<file path="src/verilog/iou_pkg.sv">
// Package for the I/O instruction unit: constants, types and helpers
package iou_pkg;
    localparam int          IOU_WORD_W       = 24;
    localparam int          IOU_ADDR_W       = 12;
    localparam int          IOU_NGRP         = 8;
    // Instruction fields
    localparam int          IOU_TAG_LSB      = 12;
    localparam int          IOU_TAG_MSB      = 14;
    // First descriptor word
    localparam int          IOU_D1_ADDR_LSB  = 0;
    localparam int          IOU_D1_CNT_LSB   = 12;
    // Second descriptor word
    localparam int          IOU_D2_SEC_LSB   = 0;
    localparam int          IOU_D2_TRK_LSB   = 7;
    localparam int          IOU_D2_BUF_BIT   = 14;
    localparam int          IOU_D2_ASAP_BIT  = 15;
    localparam int          IOU_D2_HALF_BIT  = 16;
    // AHB-Lite register map (byte addresses)
    localparam logic [7:0]  IOU_REG_INSTR    = 8'h00;
    localparam logic [7:0]  IOU_REG_STATUS   = 8'h04;
    localparam logic [7:0]  IOU_REG_LACC     = 8'h08;
    localparam logic [7:0]  IOU_REG_FULL     = 8'h0C;
    localparam logic [7:0]  IOU_REG_MODE     = 8'h10;
    // Timing at 25 MHz
    localparam int          IOU_CLK_HZ       = 25000000;
    localparam int          IOU_ASAP_US      = 128;
    localparam int          IOU_ASAP_CYC     = IOU_ASAP_US * (IOU_CLK_HZ / 1000000);
    localparam int          IOU_LAT_US       = 8320;
    localparam int          IOU_LAT_CYC      = IOU_LAT_US * (IOU_CLK_HZ / 1000000);
    localparam int          IOU_WORD_US      = 128;
    localparam int          IOU_WORD_CYC     = IOU_WORD_US * (IOU_CLK_HZ / 1000000);

    typedef enum logic [2:0] {
        IOU_OP_SENSE  = 3'b000,
        IOU_OP_SETUP  = 3'b001,
        IOU_OP_STORE  = 3'b010,
        IOU_OP_LOAD   = 3'b011,
        IOU_OP_DRUM_W = 3'b100,
        IOU_OP_DRUM_R = 3'b101
    } iou_op_t;

    typedef struct packed {
        logic [11:0] count;
        logic [11:0] addr;
    } iou_desc1_t;

    typedef struct packed {
        logic [6:0]  unused;
        logic        half;
        logic        asap;
        logic        buf_trk;
        logic [6:0]  track;
        logic [6:0]  sector;
    } iou_desc2_t;

    typedef struct packed {
        logic        req;
        logic        we;
        logic [11:0] addr;
        logic [23:0] wdata;
    } iou_mem_req_t;

    // Modulo-4096 subtraction of the index value from the address field
    function automatic logic [11:0] iou_ea(input logic [11:0] y, input logic [11:0] xr);
        iou_ea = y - xr;
    endfunction
endpackage

</file>
<file path="src/verilog/iou_ahb_slave.sv">
// AHB-Lite slave front end for the I/O instruction unit
`timescale 1ns/1ns
`default_nettype none
module iou_ahb_slave (
    input  wire logic        hclk,
    input  wire logic        hresetn,
    input  wire logic        hsel,
    input  wire logic [7:0]  haddr,
    input  wire logic [1:0]  htrans,
    input  wire logic        hwrite,
    input  wire logic        hready,
    input  wire logic [31:0] hwdata,
    input  wire logic [31:0] rd_word,
    output logic             wr_stb,
    output logic             rd_stb,
    output logic [7:0]       reg_addr,
    output logic [31:0]      wr_data,
    output logic [31:0]      hrdata
);
    import iou_pkg::*;
    logic       wpend_q;
    logic [7:0] addr_q;
    wire        take = hsel && hready && htrans[1];
    assign wr_stb   = wpend_q;
    assign reg_addr = wpend_q ? addr_q : haddr;
    assign wr_data  = hwdata;
    assign rd_stb   = take && !hwrite;
    always_ff @(posedge hclk or negedge hresetn) begin
        if (!hresetn) begin
            wpend_q <= 1'b0;
            addr_q  <= 8'h00;
            hrdata  <= 32'h0000_0000;
        end else begin
            wpend_q <= take && hwrite;
            addr_q  <= haddr;
            if (take && !hwrite) begin
                hrdata <= rd_word;
            end
        end
    end
endmodule
`default_nettype wire

</file>
<file path="src/verilog/iou_bufreg.sv">
// Eight I/O buffer registers with full/empty flags
`timescale 1ns/1ns
`default_nettype none
module iou_bufreg #(
    parameter int N = 8
) (
    input  wire logic        hclk,
    input  wire logic        hresetn,
    input  wire logic [2:0]  cpu_sel,
    input  wire logic        cpu_load,
    input  wire logic        cpu_store,
    input  wire logic [23:0] cpu_wdata,
    input  wire logic [N-1:0] dev_fill,
    input  wire logic [N-1:0] dev_take,
    input  wire logic [23:0] dev_wdata,
    output logic [23:0]      sel_data,
    output logic             sel_full,
    output logic [N-1:0]     full,
    output logic [23:0]      regs [N]
);
    import iou_pkg::*;
    // Data pins pass two flops, in step with the synchronised fill strobe
    logic [23:0] wd_s1_q;
    logic [23:0] wd_s2_q;
    assign sel_data = regs[cpu_sel];
    assign sel_full = full[cpu_sel];
    always_ff @(posedge hclk or negedge hresetn) begin
        if (!hresetn) begin
            full <= '0;
            wd_s1_q <= 24'h000000;
            wd_s2_q <= 24'h000000;
            for (int i = 0; i < N; i++) regs[i] <= 24'h000000;
        end else begin
            wd_s1_q <= dev_wdata;
            wd_s2_q <= wd_s1_q;
            for (int i = 0; i < N; i++) begin
                // fill or load sets, set wins
                if (dev_fill[i] || (cpu_load && cpu_sel == 3'(i))) begin
                    full[i] <= 1'b1;
                end else if (dev_take[i] || (cpu_store && cpu_sel == 3'(i))) begin
                    full[i] <= 1'b0;
                end
                if (cpu_load && cpu_sel == 3'(i)) regs[i] <= cpu_wdata;
                else if (dev_fill[i]) regs[i] <= wd_s2_q;
            end
        end
    end
endmodule
`default_nettype wire

</file>
<file path="src/verilog/iou_top.sv">
// I/O instruction unit: setup, sense, buffer transfers, drum transfers
// How it works
// - drum write descriptor: address low, count high
// - second descriptor fetched from operand plus one
// - sector bits 0-6, track bits 7-13
// - bit 14 picks buffer or main track
// - bit 16 picks drum half, sticky
// - bit 15 starts write after 128 us
// - drum read stores words from descriptor address
// - transfer takes 8.32 ms plus 0.128 ms/word
// - setup drives operand onto chosen line group
// - tape setup inhibits priority interrupts
// - store from buffer stalls until filled
// - load to buffer stalls until emptied
// - no indexing of buffer load/store after tape setup
// - sense ANDs status lines into left accumulator
// - tag bits 14-12 pick index register 1-7
// - effective address is field minus index
// - instruction word itself is never changed
// - subtraction wraps at twelve bits
// - eight 24-bit buffer registers
//
// The AHB-Lite interface to the registers and the register offsets are this design's own decisions.
`timescale 1ns/1ns
`default_nettype none
module iou_top #(
    parameter int LAT_CYC  = iou_pkg::IOU_LAT_CYC,
    parameter int WORD_CYC = iou_pkg::IOU_WORD_CYC,
    parameter int ASAP_CYC = iou_pkg::IOU_ASAP_CYC
) (
    input  wire logic                hclk,
    input  wire logic                hresetn,
    input  wire logic                hsel,
    input  wire logic [7:0]          haddr,
    input  wire logic [1:0]          htrans,
    input  wire logic                hwrite,
    input  wire logic [2:0]          hsize,
    input  wire logic                hready,
    input  wire logic [31:0]         hwdata,
    output logic [31:0]              hrdata,
    output logic                     hreadyout,
    output logic                     hresp,
    output iou_pkg::iou_mem_req_t    mem_req,
    input  wire logic                mem_ack,
    input  wire logic [23:0]         mem_rdata,
    output logic [191:0]             output_select_lines,
    input  wire logic [191:0]        input_status_lines,
    input  wire logic [7:0]          dev_fill,
    input  wire logic [7:0]          dev_take,
    input  wire logic [23:0]         dev_wdata,
    output logic [7:0]               io_buffer_full,
    output logic [23:0]              io_buffer_out,
    input  wire logic [2:0]          io_buffer_rd_sel,
    input  wire logic                tape_cmd_in,
    output logic                     irq_inhibit,
    output logic                     drum_busy,
    output logic                     drum_word_stb,
    output logic [23:0]              drum_wdata,
    input  wire logic [23:0]         drum_rdata,
    output iou_pkg::iou_desc2_t      drum_desc,
    output logic                     drum_upper_half,
    output logic                     drum_asap_start
);
    import iou_pkg::*;

    typedef enum logic [3:0] {
        IOU_IDLE  = 4'b0000,
        IOU_XRD   = 4'b0001,
        IOU_OPRD  = 4'b0010,
        IOU_D2RD  = 4'b0011,
        IOU_EXEC  = 4'b0100,
        IOU_STWR  = 4'b0101,
        IOU_DWAIT = 4'b0110,
        IOU_DMEM  = 4'b0111,
        IOU_DGAP  = 4'b1000
    } iou_st_t;

    iou_st_t     st_q;
    logic [23:0] instr_q;
    iou_op_t     op_q;
    logic [2:0]  grp_q;
    logic [11:0] ea_q;
    logic [23:0] opnd_q;
    iou_desc1_t  d1_q;
    logic [23:0] lacc_q;
    logic        tape_q;
    logic        half_q;
    logic [31:0] cnt_q;
    logic [11:0] left_q;
    logic [11:0] mptr_q;
    logic [1:0]  ts_s1_q;
    logic [191:0] sl_s1_q;
    logic [191:0] sl_s2_q;
    logic [7:0]  fill_s1_q;
    logic [7:0]  fill_s2_q;
    logic [7:0]  take_s1_q;
    logic [7:0]  take_s2_q;
    logic [7:0]  fill_d_q;
    logic [7:0]  take_d_q;

    logic        wr_stb;
    logic        rd_stb;
    logic [7:0]  reg_addr;
    logic [31:0] wr_data;
    logic [31:0] rd_word;
    logic [23:0] buf_sel_data;
    logic        buf_sel_full;
    logic [7:0]  buf_full;
    logic [23:0] buf_regs [8];

    // Status, fill, take and tape pins pass two flops; fills/takes become single pulses on rising edge
    wire [7:0] fill_p = fill_s2_q & ~fill_d_q;
    wire [7:0] take_p = take_s2_q & ~take_d_q;
    wire [2:0] tag    = instr_q[IOU_TAG_MSB:IOU_TAG_LSB];
    wire       busy   = (st_q != IOU_IDLE);
    wire       start  = wr_stb && reg_addr == IOU_REG_INSTR && !busy;
    wire       no_idx = tape_q && (op_q == IOU_OP_STORE || op_q == IOU_OP_LOAD);
    wire [11:0] y_fld = instr_q[11:0];
    wire       cpu_load  = st_q == IOU_EXEC && op_q == IOU_OP_LOAD && !buf_sel_full;
    wire       cpu_store = st_q == IOU_STWR && mem_ack;
    wire [23:0] sense_val = sl_s2_q[grp_q*24 +: 24];

    assign hreadyout = 1'b1;
    assign hresp     = 1'b0;
    assign rd_word   = (reg_addr == IOU_REG_INSTR)  ? {8'h00, instr_q} :
                       (reg_addr == IOU_REG_STATUS) ? {26'h0, irq_inhibit, half_q, drum_busy, busy, tape_q, 1'b0} :
                       (reg_addr == IOU_REG_LACC)   ? {8'h00, lacc_q} :
                       (reg_addr == IOU_REG_FULL)   ? {24'h0, io_buffer_full} :
                       (reg_addr == IOU_REG_MODE)   ? {31'h0, tape_q} : 32'h0000_0000;

    iou_ahb_slave u_bus (
        .hclk     (hclk),
        .hresetn  (hresetn),
        .hsel     (hsel),
        .haddr    (haddr),
        .htrans   (htrans),
        .hwrite   (hwrite),
        .hready   (hready),
        .hwdata   (hwdata),
        .rd_word  (rd_word),
        .wr_stb   (wr_stb),
        .rd_stb   (rd_stb),
        .reg_addr (reg_addr),
        .wr_data  (wr_data),
        .hrdata   (hrdata)
    );

    iou_bufreg #(.N(8)) u_buf (
        .hclk      (hclk),
        .hresetn   (hresetn),
        .cpu_sel   (grp_q),
        .cpu_load  (cpu_load),
        .cpu_store (cpu_store),
        .cpu_wdata (opnd_q),
        .dev_fill  (fill_p),
        .dev_take  (take_p),
        .dev_wdata (dev_wdata),
        .sel_data  (buf_sel_data),
        .sel_full  (buf_sel_full),
        .full      (buf_full),
        .regs      (buf_regs)
    );

    always_ff @(posedge hclk or negedge hresetn) begin
        if (!hresetn) begin
            sl_s1_q   <= '0;
            sl_s2_q   <= '0;
            fill_s1_q <= 8'h00;
            fill_s2_q <= 8'h00;
            take_s1_q <= 8'h00;
            take_s2_q <= 8'h00;
            fill_d_q  <= 8'h00;
            take_d_q  <= 8'h00;
            ts_s1_q   <= 2'b00;
        end else begin
            sl_s1_q   <= input_status_lines;
            sl_s2_q   <= sl_s1_q;
            fill_s1_q <= dev_fill;
            fill_s2_q <= fill_s1_q;
            take_s1_q <= dev_take;
            take_s2_q <= take_s1_q;
            fill_d_q  <= fill_s2_q;
            take_d_q  <= take_s2_q;
            ts_s1_q   <= {ts_s1_q[0], tape_cmd_in};
        end
    end

    always_ff @(posedge hclk or negedge hresetn) begin
        if (!hresetn) begin
            st_q    <= IOU_IDLE;
            instr_q <= 24'h000000;
            op_q    <= IOU_OP_SENSE;
            grp_q   <= 3'h0;
            ea_q    <= 12'h000;
            opnd_q  <= 24'h000000;
            d1_q    <= '0;
            lacc_q  <= 24'h000000;
            tape_q  <= 1'b0;
            half_q  <= 1'b0;
            cnt_q   <= 32'h0;
            left_q  <= 12'h000;
            mptr_q  <= 12'h000;
            mem_req <= '0;
            output_select_lines <= '0;
            io_buffer_full  <= 8'h00;
            io_buffer_out   <= 24'h000000;
            irq_inhibit     <= 1'b0;
            drum_busy       <= 1'b0;
            drum_word_stb   <= 1'b0;
            drum_wdata      <= 24'h000000;
            drum_desc       <= '0;
            drum_upper_half <= 1'b0;
            drum_asap_start <= 1'b0;
        end else begin
            io_buffer_full  <= buf_full;
            io_buffer_out   <= buf_regs[io_buffer_rd_sel];
            irq_inhibit     <= tape_q;
            drum_upper_half <= half_q;
            drum_word_stb   <= 1'b0;
            drum_asap_start <= 1'b0;
            if (wr_stb && reg_addr == IOU_REG_MODE) tape_q <= wr_data[0];
            unique case (st_q)
                IOU_IDLE: begin
                    if (start) begin
                        instr_q <= wr_data[23:0];
                        op_q    <= iou_op_t'(wr_data[29:27]);
                        grp_q   <= wr_data[26:24];
                        st_q    <= IOU_XRD;
                    end
                end
                IOU_XRD: begin
                    if (tag == 3'h0 || no_idx) begin
                        ea_q    <= y_fld;
                        mem_req <= '{req: 1'b1, we: 1'b0, addr: y_fld, wdata: 24'h0};
                        st_q    <= IOU_OPRD;
                    end else if (!mem_req.req) begin
                        mem_req <= '{req: 1'b1, we: 1'b0, addr: {9'h0, tag}, wdata: 24'h0};
                    end else if (mem_ack) begin
                        ea_q    <= iou_ea(y_fld, mem_rdata[11:0]);
                        mem_req <= '{req: 1'b1, we: 1'b0, addr: iou_ea(y_fld, mem_rdata[11:0]), wdata: 24'h0};
                        st_q    <= IOU_OPRD;
                    end
                end
                IOU_OPRD: begin
                    if (mem_ack) begin
                        opnd_q <= mem_rdata;
                        d1_q   <= mem_rdata;
                        if (op_q == IOU_OP_DRUM_W || op_q == IOU_OP_DRUM_R) begin
                            // second word at operand plus one
                            mem_req <= '{req: 1'b1, we: 1'b0, addr: ea_q + 12'h001, wdata: 24'h0};
                            st_q    <= IOU_D2RD;
                        end else begin
                            mem_req <= '0;
                            st_q    <= IOU_EXEC;
                        end
                    end
                end
                IOU_D2RD: begin
                    if (mem_ack) begin
                        mem_req <= '0;
                        // sector, track and track type kept
                        drum_desc <= mem_rdata;
                        half_q    <= mem_rdata[IOU_D2_HALF_BIT];
                        mptr_q    <= d1_q.addr;
                        left_q    <= d1_q.count;
                        drum_busy <= 1'b1;
                        if (op_q == IOU_OP_DRUM_W && mem_rdata[IOU_D2_ASAP_BIT]) begin
                            cnt_q <= 32'(ASAP_CYC);
                            drum_asap_start <= 1'b1;
                        end else begin
                            cnt_q <= 32'(LAT_CYC);
                        end
                        st_q <= IOU_DWAIT;
                    end
                end
                IOU_DWAIT: begin
                    if (left_q == 12'h000) begin
                        drum_busy <= 1'b0;
                        st_q      <= IOU_IDLE;
                    end else if (cnt_q <= 32'h1) begin
                        mem_req <= '{req: 1'b1, we: op_q == IOU_OP_DRUM_R, addr: mptr_q, wdata: drum_rdata};
                        st_q    <= IOU_DMEM;
                    end else begin
                        cnt_q <= cnt_q - 32'h1;
                    end
                end
                IOU_DMEM: begin
                    if (mem_ack) begin
                        mem_req       <= '0;
                        drum_wdata    <= mem_rdata;
                        drum_word_stb <= 1'b1;
                        mptr_q <= mptr_q + 12'h001;
                        left_q <= left_q - 12'h001;
                        cnt_q  <= 32'(WORD_CYC);
                        st_q   <= IOU_DWAIT;
                    end
                end
                IOU_EXEC: begin
                    unique case (op_q)
                        IOU_OP_SETUP: begin
                            // drive selected group, tape mode from pin
                            output_select_lines[grp_q*24 +: 24] <= opnd_q;
                            tape_q <= ts_s1_q[1];
                            st_q   <= IOU_IDLE;
                        end
                        IOU_OP_SENSE: begin
                            lacc_q <= sense_val & opnd_q;
                            st_q   <= IOU_IDLE;
                        end
                        IOU_OP_LOAD: begin
                            if (!buf_sel_full) st_q <= IOU_IDLE;
                        end
                        IOU_OP_STORE: begin
                            if (buf_sel_full) begin
                                mem_req <= '{req: 1'b1, we: 1'b1, addr: ea_q, wdata: buf_sel_data};
                                st_q    <= IOU_STWR;
                            end
                        end
                        default: st_q <= IOU_IDLE;
                    endcase
                end
                IOU_STWR: begin
                    if (mem_ack) begin
                        mem_req <= '0;
                        st_q    <= IOU_IDLE;
                    end
                end
                default: st_q <= IOU_IDLE;
            endcase
        end
    end

    property p_stall_hold;
        @(posedge hclk) disable iff (!hresetn)
        (st_q == IOU_EXEC && op_q == IOU_OP_STORE && !buf_sel_full) |=> (st_q == IOU_EXEC);
    endproperty
    a_stall_hold: assert property (p_stall_hold) else $error("store stall left early");

    property p_load_stall;
        @(posedge hclk) disable iff (!hresetn)
        (st_q == IOU_EXEC && op_q == IOU_OP_LOAD && buf_sel_full) |=> (st_q == IOU_EXEC);
    endproperty
    a_load_stall: assert property (p_load_stall) else $error("load overwrote full buffer");

    property p_sense;
        @(posedge hclk) disable iff (!hresetn)
        (st_q == IOU_EXEC && op_q == IOU_OP_SENSE) |=> (lacc_q == ($past(sense_val) & $past(opnd_q)));
    endproperty
    a_sense: assert property (p_sense) else $error("sense result wrong");

    property p_setup;
        @(posedge hclk) disable iff (!hresetn)
        (st_q == IOU_EXEC && op_q == IOU_OP_SETUP) |=> (output_select_lines[$past(grp_q)*24 +: 24] == $past(opnd_q));
    endproperty
    a_setup: assert property (p_setup) else $error("setup lines wrong");

    property p_inhibit;
        @(posedge hclk) disable iff (!hresetn)
        tape_q |=> irq_inhibit;
    endproperty
    a_inhibit: assert property (p_inhibit) else $error("interrupts not inhibited");

    property p_ea;
        @(posedge hclk) disable iff (!hresetn)
        (st_q == IOU_XRD && mem_req.req && mem_ack && tag != 3'h0 && !no_idx)
            |=> (ea_q == 12'($past(y_fld) - $past(mem_rdata[11:0])));
    endproperty
    a_ea: assert property (p_ea) else $error("effective address wrong");

    property p_noidx;
        @(posedge hclk) disable iff (!hresetn)
        (st_q == IOU_XRD && (tag == 3'h0 || no_idx)) |=> (ea_q == $past(y_fld));
    endproperty
    a_noidx: assert property (p_noidx) else $error("address modified wrongly");

    property p_d2addr;
        @(posedge hclk) disable iff (!hresetn)
        (st_q == IOU_OPRD && mem_ack && (op_q == IOU_OP_DRUM_W || op_q == IOU_OP_DRUM_R))
            |=> (mem_req.addr == 12'(ea_q + 12'h001));
    endproperty
    a_d2addr: assert property (p_d2addr) else $error("second descriptor address wrong");

    property p_half;
        @(posedge hclk) disable iff (!hresetn)
        (st_q == IOU_D2RD && mem_ack) |=> (half_q == $past(mem_rdata[IOU_D2_HALF_BIT]));
    endproperty
    a_half: assert property (p_half) else $error("drum half not latched");
endmodule
`default_nettype wire

</file>
<file path="config.mk">
export PLATFORM = sky130hd
export DESIGN_NAME = iou_top
export DESIGN_NICKNAME = d
export VERILOG_FILES = /design/src/verilog/iou_pkg.sv /design/src/verilog/iou_ahb_slave.sv /design/src/verilog/iou_bufreg.sv /design/src/verilog/iou_top.sv
export SDC_FILE = /design/constraint.sdc
export NUM_CORES = 2
export LEC_CHECK = 0
export BUFFER_PORTS_ARGS = -buffer_cell sky130_fd_sc_hd__buf_2
export CAP_MARGIN = 20
export CORE_ASPECT_RATIO = 1.2
export CORE_MARGIN = 2
export CORE_UTILIZATION = 52
export CTS_CLUSTER_SIZE = 28
export DETAILED_ROUTE_END_ITERATION = 6
export PLACE_DENSITY = 0.76
export SLEW_MARGIN = 20
export SYNTH_ARGS = -nofsm -noshare
export SYNTH_HDL_FRONTEND = slang
export SYNTH_HIERARCHICAL = 1
export SYNTH_SLANG_ARGS = --single-unit
</file>
<file path="constraint.sdc">
create_clock -name hclk -period 3.69 [get_ports hclk]
set_input_delay 0.1845 -clock hclk [delete_from_list [all_inputs] [get_ports hclk]]
set_output_delay 0.1845 -clock hclk [all_outputs]
set_load 0.01 [all_outputs]
</file>
==> flow_summary_export.csv <==
group,metric,value,unit
min_path,min_path_type,"in -> reg",
synth,synth_cells,4016,
cts,cts_sinks,1188,
timing,post-route-period-util,95.8,%
cts,h-tree-depth,3,
timing,slew_violations,0,
timing,post-route-min-period,3.53,ns
timing,worst_clock_skew,0.0767,ns
die,core,95300,µm²
pwr,vdd_drop_max,0.531,mV
grt,grt_max_degree,131,
detailed_routing,ant_nets,0,
grt,antenna_found_initial,24,
outcome,violations,"design-rule violations",
pwr,power_density,588,nW/µm²
worst_setup_path,crit_type,"reg -> reg",
run,max_cap_violations,0,
finish,area_delta_synth_final,24.4,%
finish,instances_no_fill,6316,
cts,cts_tree,"done",
die,start_util,52.5,%
worst_setup_path,required,4.31,ns
grt,grt_pass1_wl,261,mm
timing,finalSetupTns,0,ns
cts,cts_buffers,114,
outcome,status,"finished, violations left",
die,dieArea,98600,µm²
detailed_routing,wirelength,178,mm
die,die_x,287,µm
die,io_pins,684,
placement,pre_cts_slack,0.222,ns
detailed_routing,vias_per_cell,6.10,
grt,gr-total-overflow,0,
worst_setup_path,cp-end-kind,"register",
synth,syn_avg_cell_area,12.4,µm²
synth,synthesis.area,50000,µm²
placement,io_buffers,675,
cts,cts_buffer_depth,3,
timing,tightest_slew,1.12,ns
grt,grt_pass1_vias,39700,
worst_setup_path,crit_fanout,9,
cts,cts_root_buf,"clkbuf_16",
pwr,leakage,0.0284,µW
worst_setup_path,cp.arrival,4.15,ns
die,die_h,344,µm
synth,ys.warnings.count,6,
placement,gp_congestion,0.947,
placement,place_inst,5765,
timing,maxSlewHeadroom,25.5,%
timing,rsz0062_at_grt,"false",
timing,worst_slack,0.156,ns
detailed_routing,drtIter0Drc,4823,
placement,dp_hpwl,109,mm
detailed_routing,wl_per_cell,28.1,µm
timing,fmax,283,MHz
finish,fillerInstances,6639,
detailed_routing,drc_errors,1,
cts,clk_pin_slew,0.07,ns
timing,setup_viol,0,
cts,clk_latency,0.75,ns
detailed_routing,firstDrtPassIters,7,
die,rows,124,
detailed_routing,vias,38500,
grt,grt_usage,35.8,%
timing,finalHoldViolations,0,
worst_setup_path,cp-start-kind,"register",
finish,fin_nets,5303,
finish,drive_gt1_share,29.4,%
==> worst paths after layout <==
kind                               start  slack (ns)  cells after the start                        to
min in group asynchronous        hresetn        0.13                      2          io_buffer_out[3]
setup / recovery                grp_q[1]        0.16                      9  output_select_lines[147]
max in group asynchronous        hresetn        2.37                      3               sl_s1_q[46]
hold / removal             mem_rdata[11]        0.07                      2            drum_wdata[11]
setup reg to reg                grp_q[1]        0.16                      9  output_select_lines[147]
hold reg to reg             take_s1_q[1]        0.31                      0              take_s2_q[1]
==> where the power goes <==
| group | internal (µW) | switching (µW) | total [µW] |
|---|---|---|---|
| combinational | 2890 | 4190 | 7080 |
| clock | 7160 | 5700 | 12900 |
| sequential | 14600 | 1990 | 16600 |
| total | 24700 | 11900 | 36600 |
==> routing by layer <==
layer	up-vias	share of wire [%]	global-route usage, %
met5	-	0.11	0.433
met4	22	7.3	22.3
met3	726	9.1	8.52
met2	2454	48	57.9
met1	19300	35	43.6
li1	16000	-	-
==> layout make-up <==
cell class / instances / area [µm²] / share of cell area [%]
clock inverter: 66 / 916 / 1.47
antenna: 16 / 40.0 / 0.0644
timing repair buffer: 1140 / 7900 / 12.7
sequential: 1188 / 29700 / 47.8
multi-input combinational: 2453 / 18700 / 30.0
clock buffer: 146 / 3170 / 5.10
tap: 1260 / 1580 / 2.54
inverter: 47 / 176 / 0.284
==> through the flow <==
step / cell area [µm²] / util (%) / hold WS (ns) / total power (µW)
4_1_cts: 62100 / 65.2 / 0.0273 / 36100
6_report: 62200 / 65.3 / 0.0723 / 36600
3_5_place_dp: 54800 / 57.5 / 0.273 / 23300
5_1_grt: 62200 / 65.3 / 0.0653 / 37900
2_1_floorplan: 50000 / - / -0.111 / 19900
3_3_place_gp: 54800 / 57.5 / 0.271 / 23100
==> critical path, cell delays in order (launching register included) <==
cell and delay, ns:
dfrtp_4 0.50, ha_1 0.21, fa_1 0.59, nor2b_1 0.11
and2_1 0.17, ha_1 0.42, nand2_1 0.21, nor3_1 0.80
a22o_1 0.29, mux2_2 0.16
==> cells in the final DEF, fill, tap and decap left out, drive strengths merged, types with 9 or more instances in the layout <==
| master | count |
|---|---|
| and2 | 10 |
| dfrtp | 1188 |
| o21ai | 301 |
| nor4 | 11 |
| nor3 | 32 |
| bufinv | 14 |
| clkbuf | 146 |
| a31oi | 12 |
| nand2 | 398 |
| nand4 | 16 |
| nor2b | 51 |
| o31ai | 40 |
| a221o | 10 |
| a21oi | 189 |
| xnor2 | 12 |
| mux2i | 285 |
| nand3 | 49 |
| buf | 818 |
| a22oi | 34 |
| nand2b | 16 |
| dlygate4sd3 | 322 |
| clkinv | 35 |
| clkinvlp | 9 |
| mux4 | 140 |
| xor2 | 21 |
| inv | 55 |
| diode | 16 |
| or3 | 19 |
| nor2 | 294 |
| and3 | 19 |
| ha | 22 |
| mux2 | 271 |
| conb | 10 |
| a22o | 39 |
| o22ai | 24 |
==> sequential cells by signal (all words and copies together), names as in the netlist, 12 cells and up <==
name                 flops
u_bus/hrdata            32
io_buffer_out           24
u_buf/wd_s2_q           24
drum_wdata              24
sl_s2_q                192
cnt_q                   32
drum_desc               23
u_buf/regs             192
lacc_q                  24
sl_s1_q                192
left_q                  12
output_select_lines    192
mptr_q                  12
mem_req                 38
opnd_q                  24
ea_q                    12
instr_q                 24
u_buf/wd_s1_q           24
==> what timing repair did <==
item	4_1_cts	5_1_grt
setup endpoints to repair	0	27
setup buffers	0	1
hold buffers	322	0
resized for setup	0	4
endpoints found under the hold margin	454	0
Note: power is estimated with default switching activity, not from simulation.
